==> src/rtps_consts.svh <==
// Purpose: Constants for the radio transmit power sequencer
// Assumes: 10 MHz clock (100 ns period)
// Notes:   Delays in ns, cycle counts derived from the clock period
`ifndef RTPS_CONSTS_SVH
`define RTPS_CONSTS_SVH

`define RTPS_CLK_PERIOD_NS   100
`define RTPS_TOL_NS          100
// Select edge to antenna switch edge (0.1 us)
`define RTPS_D_SEL_SW_NS     100
// Switch to transmit enable (3 us)
`define RTPS_D_SW_TXEN_NS    3000
// Transmit enable to amplifier enable (1 us)
`define RTPS_D_TXEN_PA_NS    1000
// Amplifier off to switch receive (1 us)
`define RTPS_D_PA_SW_NS      1000
// Switch receive to select high (3 us)
`define RTPS_D_SW_SEL_NS     3000
`define RTPS_CYC(ns) (((ns) + `RTPS_CLK_PERIOD_NS - 1) / `RTPS_CLK_PERIOD_NS)
`define RTPS_C_SEL_SW        `RTPS_CYC(`RTPS_D_SEL_SW_NS)
`define RTPS_C_SW_TXEN       `RTPS_CYC(`RTPS_D_SW_TXEN_NS)
`define RTPS_C_TXEN_PA       `RTPS_CYC(`RTPS_D_TXEN_PA_NS)
`define RTPS_C_PA_SW         `RTPS_CYC(`RTPS_D_PA_SW_NS)
`define RTPS_C_SW_SEL        `RTPS_CYC(`RTPS_D_SW_SEL_NS)
`define RTPS_CNT_W           6

`endif

==> src/rtps_pkg.sv <==
// Purpose: Types for the radio transmit power sequencer
// Assumes: Used with rtps_consts.svh
// Notes:   Front-end controls travel as one packed struct
package rtps_pkg;
   typedef enum logic [2:0] {
      RTPS_RX      = 3'b000,
      RTPS_SEL_TX  = 3'b001,
      RTPS_SW_TX   = 3'b010,
      RTPS_TXEN_ON = 3'b011,
      RTPS_TX_RUN  = 3'b100,
      RTPS_WAIT_RDY= 3'b101,
      RTPS_PA_OFF  = 3'b110,
      RTPS_SW_RX   = 3'b111
   } rtps_state_t;

   typedef struct packed {
      logic radio_power_enable_one;
      logic rx_tx_power_select;
      logic antenna_switch_true;
      logic antenna_switch_inverted;
      logic baseband_transmit_enable;
      logic amplifier_power_enable;
      logic synthesizer_power_enable;
      logic synthesizer_run;
   } rtps_front_t;
endpackage

==> src/rtps_sync.sv <==
// Purpose: Two-flop synchroniser for asynchronous level inputs
// Assumes: Single clock, active-low asynchronous reset
// Notes:   First stage feeds only the second stage
`timescale 1ns/100ps
module rtps_sync #(
   parameter int          WIDTH = 1,
   parameter logic [31:0] RESET_VALUE = 32'h0
) (
   // Clock and reset
   input  wire logic             clock_in,
   input  wire logic             rstn_in,
   // Data
   input  wire logic [WIDTH-1:0] async_in,
   output logic      [WIDTH-1:0] sync_out
);
   logic [WIDTH-1:0] stage1;
   logic [WIDTH-1:0] next_stage1;
   logic [WIDTH-1:0] next_sync;

   // Shift one stage per clock
   always_comb begin
      next_stage1 = async_in;
      next_sync   = stage1;
   end

   // Reset to the idle level to avoid a false event at release
   always_ff @(posedge clock_in or negedge rstn_in) begin
      if (!rstn_in) begin
         stage1   <= RESET_VALUE[WIDTH-1:0];
         sync_out <= RESET_VALUE[WIDTH-1:0];
      end else begin
         stage1   <= next_stage1;
         sync_out <= next_sync;
      end
   end
endmodule

==> src/rtps_sequencer.sv <==
// Purpose: Sequences radio front-end power, antenna switch, amplifier and
//          baseband transmit enable around each packet
// Assumes: 10 MHz clock; request, last-bit and ready inputs are asynchronous
// Notes:   Every output is registered; delays are whole clock cycles
//          Each counter loads one less than its spacing, since the edge
//          that enters a step already counts as its first cycle
//          Line one follows power-down only in receive idle, so a late
//          power-down request cannot cut the front end mid-packet
//          Inputs cost two edges of latency through the synchroniser
//
// Behaviour
// RQ1: Turn-on: select, switch, transmit enable, amplifier
// RQ2: Antenna switch outputs always complementary
// RQ3: Transmit enable starts baseband transmitter
// RQ4: Turn-on spacings 0.1, 3, 1 us
// RQ5: Drop transmit enable on final bit
// RQ6: Then wait for transmit-ready to fall
// RQ7: Shut-down: amplifier, switch, select high
// RQ8: Shut-down spacings 1 and 3 us
// RQ9: Line one static high; select toggles (code drops line one low in receive idle while power-down is set)
// RQ10: Synthesizer runs if enabled and any line
// RQ11: Synthesizer enable low forces synthesizer off
// RQ12: Reset into receive state
`timescale 1ns/100ps
`include "rtps_consts.svh"
module rtps_sequencer (
   // Clock and reset
   input  wire logic                 clock_in,
   input  wire logic                 rstn_in,
   // Control from the MAC side
   input  wire logic                 tx_request_in,
   input  wire logic                 last_bit_sent_in,
   input  wire logic                 power_down_in,
   input  wire logic                 synth_enable_in,
   // Status from the baseband transmitter
   input  wire logic                 baseband_tx_ready_in,
   // Front-end controls
   output rtps_pkg::rtps_front_t     front_out,
   output rtps_pkg::rtps_state_t     state_out,
   output logic                      busy_out
);
   import rtps_pkg::*;

   // Spacings in whole cycles; all fit the counter width
   localparam logic [`RTPS_CNT_W-1:0] C_SEL_SW  = `RTPS_CNT_W'(`RTPS_C_SEL_SW);
   localparam logic [`RTPS_CNT_W-1:0] C_SW_TXEN = `RTPS_CNT_W'(`RTPS_C_SW_TXEN);
   localparam logic [`RTPS_CNT_W-1:0] C_TXEN_PA = `RTPS_CNT_W'(`RTPS_C_TXEN_PA);
   localparam logic [`RTPS_CNT_W-1:0] C_PA_SW   = `RTPS_CNT_W'(`RTPS_C_PA_SW);
   localparam logic [`RTPS_CNT_W-1:0] C_SW_SEL  = `RTPS_CNT_W'(`RTPS_C_SW_SEL);

   // Synchronised copies of the asynchronous inputs
   logic [4:0]             sync_bus;
   logic                   req;
   logic                   last_bit;
   logic                   pdown;
   logic                   synth_en;
   logic                   tx_ready;

   // Sequencing state and interval counter
   rtps_state_t            state;
   rtps_state_t            next_state;
   logic [`RTPS_CNT_W-1:0] cnt;
   logic [`RTPS_CNT_W-1:0] next_cnt;

   // Levels decoded from the next state
   rtps_front_t            next_front;
   logic                   next_busy;
   logic                   one_lvl;
   logic                   select_lvl;
   logic                   sw_tx;
   logic                   txen;
   logic                   pa_en;

   // All control inputs come from outside this clock domain
   rtps_sync #(.WIDTH(5), .RESET_VALUE(32'h0)) u_sync (
      .clock_in (clock_in),
      .rstn_in  (rstn_in),
      .async_in ({tx_request_in, last_bit_sent_in, power_down_in,
                  synth_enable_in, baseband_tx_ready_in}),
      .sync_out (sync_bus)
   );
   // Unpack in the order the inputs were packed
   assign {req, last_bit, pdown, synth_en, tx_ready} = sync_bus;

   // Sequencing state and interval counter
   always_comb begin
      next_state = state;
      next_cnt   = (cnt != '0) ? cnt - `RTPS_CNT_W'(1) : cnt;
      unique case (state)
         RTPS_RX: begin
            // Power-down parks the sequencer in receive idle
            if (req && !pdown) begin
               next_state = RTPS_SEL_TX;       // RQ1
               next_cnt   = C_SEL_SW - `RTPS_CNT_W'(1); // RQ4
            end
         end
         RTPS_SEL_TX: begin
            if (cnt == '0) begin
               next_state = RTPS_SW_TX;        // RQ1
               next_cnt   = C_SW_TXEN - `RTPS_CNT_W'(1); // RQ4
            end
         end
         RTPS_SW_TX: begin
            if (cnt == '0) begin
               next_state = RTPS_TXEN_ON;      // RQ1
               next_cnt   = C_TXEN_PA - `RTPS_CNT_W'(1); // RQ4
            end
         end
         RTPS_TXEN_ON: begin
            // Final bit may arrive before the amplifier is up
            if (last_bit) begin
               next_state = RTPS_WAIT_RDY;     // RQ5
            end else if (cnt == '0) begin
               next_state = RTPS_TX_RUN;       // RQ1
            end
         end
         RTPS_TX_RUN: begin
            if (last_bit) begin
               next_state = RTPS_WAIT_RDY;     // RQ5
            end
         end
         RTPS_WAIT_RDY: begin
            // Ready is synchronised: the amplifier drops three edges after it
            if (!tx_ready) begin
               next_state = RTPS_PA_OFF;       // RQ6 RQ7
               next_cnt   = C_PA_SW - `RTPS_CNT_W'(1); // RQ8
            end
         end
         RTPS_PA_OFF: begin
            // Amplifier is off; let it settle before the switch moves
            if (cnt == '0) begin
               next_state = RTPS_SW_RX;        // RQ7
               next_cnt   = C_SW_SEL - `RTPS_CNT_W'(1); // RQ8
            end
         end
         RTPS_SW_RX: begin
            // Switch is back on receive; select rises last
            if (cnt == '0) begin
               next_state = RTPS_RX;           // RQ7
            end
         end
      endcase
   end

   // Decode control levels from the next state so outputs stay registered
   always_comb begin
      one_lvl    = 1'b1;
      select_lvl = 1'b1;
      sw_tx      = 1'b0;
      txen       = 1'b0;
      pa_en      = 1'b0;
      unique case (next_state)
         RTPS_RX: begin
            one_lvl    = !pdown;               // RQ9
            select_lvl = !pdown;               // RQ9
         end
         RTPS_SEL_TX: begin
            select_lvl = 1'b0;                 // RQ1
         end
         RTPS_SW_TX: begin
            select_lvl = 1'b0;
            sw_tx      = 1'b1;                 // RQ1
         end
         RTPS_TXEN_ON: begin
            select_lvl = 1'b0;
            sw_tx      = 1'b1;
            txen       = 1'b1;                 // RQ3
         end
         RTPS_TX_RUN: begin
            select_lvl = 1'b0;
            sw_tx      = 1'b1;
            txen       = 1'b1;                 // RQ3
            pa_en      = 1'b1;                 // RQ1
         end
         RTPS_WAIT_RDY: begin
            select_lvl = 1'b0;
            sw_tx      = 1'b1;
            // Keep what the amplifier showed on entry: on after a full
            // turn-on, still off when the final bit beat it
            pa_en      = front_out.amplifier_power_enable; // RQ6
         end
         RTPS_PA_OFF: begin
            select_lvl = 1'b0;
            sw_tx      = 1'b1;                 // RQ7
         end
         RTPS_SW_RX: begin
            select_lvl = 1'b0;                 // RQ7
         end
      endcase

      // Pack the levels; the inverted switch line is derived from sw_tx, then registered
      next_front.radio_power_enable_one   = one_lvl;     // RQ9
      next_front.rx_tx_power_select       = select_lvl;  // RQ9
      next_front.antenna_switch_true      = sw_tx;       // RQ2
      next_front.antenna_switch_inverted  = !sw_tx;      // RQ2
      next_front.baseband_transmit_enable = txen;        // RQ3
      // Amplifier stays on only until ready is seen low
      next_front.amplifier_power_enable   = pa_en && (next_state != RTPS_WAIT_RDY || tx_ready);
      next_front.synthesizer_power_enable = synth_en;    // RQ11
      next_front.synthesizer_run          = synth_en && (one_lvl || select_lvl); // RQ10
      next_busy = (next_state != RTPS_RX);
   end

   // Register state and all outputs; reset comes up receiving
   always_ff @(posedge clock_in or negedge rstn_in) begin
      if (!rstn_in) begin
         // Synchronisers also reset low, so no request is seen at release
         state     <= RTPS_RX;                 // RQ12
         cnt       <= '0;
         front_out <= '{radio_power_enable_one: 1'b1, rx_tx_power_select: 1'b1,
                        antenna_switch_true: 1'b0, antenna_switch_inverted: 1'b1,
                        baseband_transmit_enable: 1'b0, amplifier_power_enable: 1'b0,
                        synthesizer_power_enable: 1'b0, synthesizer_run: 1'b0}; // RQ12
         state_out <= RTPS_RX;
         busy_out  <= 1'b0;
      end else begin
         state     <= next_state;
         cnt       <= next_cnt;
         front_out <= next_front;
         state_out <= next_state;
         busy_out  <= next_busy;
      end
   end
endmodule

==> config.mk <==
export PLATFORM = sky130hd
export DESIGN_NAME = rtps_sequencer
export DESIGN_NICKNAME = d
export VERILOG_FILES = /design/src/rtps_pkg.sv /design/src/rtps_sync.sv /design/src/rtps_sequencer.sv
export VERILOG_INCLUDE_DIRS = /design/src
export SDC_FILE = /design/constraint.sdc
export NUM_CORES = 1
export LEC_CHECK = 0
export BUFFER_PORTS_ARGS = -buffer_cell sky130_fd_sc_hd__buf_2
export CORE_ASPECT_RATIO = 0.75
export CORE_MARGIN = 3
export CORE_UTILIZATION = 35
export DETAILED_ROUTE_END_ITERATION = 8
export HOLD_SLACK_MARGIN = 0.12
export MAX_ROUTING_LAYER = met4
export PLACE_DENSITY = 0.57
export SLEW_MARGIN = 20
export SYNTH_ARGS = -nofsm -noshare
export SYNTH_HDL_FRONTEND = slang
export SYNTH_HIERARCHICAL = 1
export SYNTH_SLANG_ARGS = --single-unit
==> constraint.sdc <==
create_clock -name clock_in -period 2.1 [get_ports clock_in]
set_input_delay 0 -clock clock_in [delete_from_list [all_inputs] [get_ports clock_in]]
set_output_delay 0 -clock clock_in [all_outputs]
set_load 0.05 [all_outputs]
==> load_flow_metrics.sql <==
INSERT INTO impl_metrics (metric_group, metric, value, unit) VALUES
('clock_tree', 'total_number_of_h_tree_levels', '1', ''),
('critical_path', 'cp_slowest_cell', 'sky130_fd_sc_hd__or3b_4', ''),
('routing', 'finalWirelength', '2620', 'um'),
('logic_synthesis', 'synthXorXnorAreaFrac', '0.0134', ''),
('floorplanning', 'boundaryPins', '19', ''),
('logic_synthesis', 'synth-compound-area-share', '0.151', ''),
('layout', 'areaGrowthSynthToFinish', '21.9', '%'),
('critical_path', 'signal_arrival_time_at_the_worst_endpoint', '2.16', 'ns'),
('timing', 'final-setup-viol-count', '0', ''),
('global_route', 'grt_start_max_net_pins', '29', ''),
('logic_synthesis', 'synthMuxAreaShare', '0.0468', ''),
('critical_path', 'timing.rr.start', 'cnt[0]', ''),
('timing', 'fin_tns_setup', '0', 'ns'),
('place', 'placement.io_buffers', '18', ''),
('critical_path', 'crit_path_max_fanout', '7', ''),
('routing', 'routed_via_density', '4.96', ''),
('global_route', 'initial_antenna_violation_count', '0', ''),
('layout', 'antennaDiodeCount', '0', ''),
('critical_path', 'worstRegToRegCells', '9', ''),
('logic_synthesis', 'simple_gate_area_share_of_the_yosys_netlist', '0.191', ''),
('logic_synthesis', 'synth_adder_area_share', '0.0191', ''),
('routing', 'detail_route.first_pass.iterations', '4', ''),
('power', 'power_density', '1420', 'nW/um2'),
('timing', 'count_of_endpoints_failing_hold_in_the_final_timing_report', '0', ''),
('critical_path', 'cp_slowest_stage_delay', '0.46', 'ns'),
('logic_synthesis', 'synth.net_count', '126', ''),
('floorplanning', 'dieArea', '4520', 'um2'),
('logic_synthesis', 'distinct_cells_synth', '43', ''),
('timing', 'timing.final.crit_period', '1.98', 'ns'),
('critical_path', 'setup.worst_path.end_class', 'flip-flop', ''),
('logic_synthesis', 'dominant_combinational_cell_family_by_area_after_synthesis', 'simple AND/OR/NAND/NOR gates', ''),
('logic_synthesis', 'synthesis.yosys.warnings', '6', ''),
('critical_path', 'worst-endpoint-required', '2.28', 'ns'),
('critical_path', 'worst-setup-path-type', 'reg2reg', ''),
('global_route', 'grt_overflow', '0', ''),
('logic_synthesis', 'yosys.area.top_type', 'sky130_fd_sc_hd__dfrtp_1', ''),
('critical_path', 'startpoint_type', 'flip-flop', ''),
('routing', 'drc', '0', ''),
('routing', 'route.vias.total', '963', ''),
('timing', 'maxClockFrequency', '0.506', 'GHz'),
('clock_tree', 'max_clock_buf_depth', '2', ''),
('global_route', 'grt_first_pass_wirelength', '4600', 'um'),
('timing', 'clock-skew-final', '0.00984', 'ns'),
('layout', 'finalNetCount', '154', ''),
('logic_synthesis', 'postSynthRegisterBits', '28', ''),
('logic_synthesis', 'synth-edff-count', '0', ''),
('timing', 'hold-worst-slack', '0.258', 'ns'),
('routing', 'drt_iter0_drc', '57', ''),
('logic_synthesis', 'netlist_area', '1310', 'um2'),
('critical_path', 'path_cells', 'inv_1 > ha_1 > or3b_4 > nor2_8 > inv_2 > ha_1 > nor2_1 > nor2_1 > o221ai_1', ''),
('status', 'outcome', 'completed', ''),
('clock_tree', 'cts-buffers-inserted', '3', ''),
('place', 'dp.final_hpwl', '1930', 'um'),
('global_route', 'total_track_usage', '0.133', ''),
('logic_synthesis', 'postSynthAreaPerCell', '11.2', 'um2'),
('hold_path', 'worst_hold_path_class', 'in2async', ''),
('logic_synthesis', 'yosysSeqAreaShare', '0.537', ''),
('clock_tree', 'clk_pin_slew', '0.10', 'ns'),
('critical_path', 'timing.reg2reg.setup_slack', '0.12', 'ns'),
('logic_synthesis', 'synthFlopType', 'sky130_fd_sc_hd__dfrtp_1', ''),
('timing', 'drv_slew', '0', ''),
('routing', 'detail_route.wl_per_cell', '13.5', 'um'),
('floorplanning', 'starting_density_of_the_core', '0.381', ''),
('logic_synthesis', 'synth_async_sr_flop_share', '1.00', ''),
('logic_synthesis', 'cell_types_occupying_the_most_area_after_synthesis', 'sky130_fd_sc_hd__dfrtp_1 48%, sky130_fd_sc_hd__dfstp_2 6.0%, sky130_fd_sc_hd__mux2i_1 3.8%, sky130_fd_sc_hd__nand3_1 2.3%, sky130_fd_sc_hd__nor2_1 2.3%', ''),
('clock_tree', 'ctsRootBufferMaster', 'sky130_fd_sc_hd__clkbuf_8', ''),
('layout', 'final_layout_size_suffix_gt1_frac', '0.292', ''),
('timing', 'grt_setup_unrepaired', 'no', ''),
('critical_path', 'buffering_stage_count_on_the_worst_path_with_inverters_included', '2', ''),
('floorplanning', 'die-width', '76.7', 'um'),
('clock_tree', 'clock_latency', '0.28', 'ns');
==> routing by layer <==
metal	routed length, um	track usage	vias to the layer above
met3	98	0.0319	4
met4	17	0.0233	0
met5	0	-	-
li1	-	-	469
met1	1320	0.192	471
met2	1180	0.194	19
==> worst max-delay path by stage <==
stage / end / start / slack (ns)
after floorplan: front_out[5] / state[2] / 0.27
after global routing: cnt[0] / cnt[0] / 0.008
after detailed placement: cnt[0] / cnt[0] / 0.13
after global placement: cnt[0] / cnt[0] / 0.16
final: cnt[0] / cnt[0] / 0.12
after CTS: cnt[0] / cnt[0] / 0.11
==> registers in the layout, indices dropped and copies added (netlist names) <==
register / flops
busy_out: 1
cnt: 6
front_out: 8
state: 3
u_sync/next_sync: 5
u_sync/sync_out: 5
==> stage by stage <==
step | cells | util | instance area, um2 | setup slack (ns) | power [W]
6_report | 194 | 0.464 | 1600 | 0.122 | 0.00227
5_1_grt | 194 | 0.464 | 1600 | 0.00826 | 0.00243
3_5_place_dp | 184 | 0.426 | 1470 | 0.134 | 0.00185
2_1_floorplan | 117 | - | 1310 | 0.266 | 0.00163
4_1_cts | 194 | 0.464 | 1600 | 0.114 | 0.00229
3_3_place_gp | 184 | 0.426 | 1470 | 0.156 | 0.00185
==> cell usage in the layout (no fill, tap or decap), drive strengths merged, types with 2 or more instances in the layout <==
| master | n |
|---|---|
| dfstp | 3 |
| mux2i | 5 |
| inv | 9 |
| nor2 | 9 |
| nand3 | 6 |
| clkbuf | 3 |
| a2bb2oi | 2 |
| buf | 21 |
| nor2b | 4 |
| a211oi | 2 |
| or3 | 2 |
| or2 | 2 |
| a21oi | 2 |
| dlygate4sd3 | 6 |
| nor3b | 2 |
| o31ai | 3 |
| nand2 | 7 |
| ha | 2 |
| nand2b | 3 |
| dfrtp | 25 |
| a31oi | 3 |
| o21ai | 3 |
| o221ai | 2 |
| and3b | 2 |
==> area by class of cell <==
type                            count  area (um2)
Clock inverter                      1        30.0
Fill cell                         325        1850
Clock buffer                        3        41.3
Inverter                            9        36.3
Sequential cell                    28         704
Multi-Input combinational cell     76         552
Timing Repair Buffer               27         173
Tap cell                           50        62.6
==> report_power, final <==
part           switching [W]  internal [W]  leakage, nW
sequential          0.000120      0.000679        0.321
combinational       0.000658      0.000390        0.360
clock               0.000167      0.000255       0.0357
total               0.000945       0.00132        0.716
==> cells by family (layout without fill, tap and decap cells) <==
| kind of cell | count (synthesis) | count (layout) |
|---|---|---|
| xor+xnor | 2 | 2 |
| mux | 6 | 6 |
| compound gates | 24 | 24 |
| fa+ha+maj | 2 | 2 |
| flops | 28 | 28 |
| simple gates | 42 | 42 |
| buf+inv | 13 | 40 |
==> what timing repair did <==
item	in CTS	in global routing
hold endpoints to repair	32	0
setup buffers	0	0
hold buffers	6	0
Power figures use the tool's default switching activity.
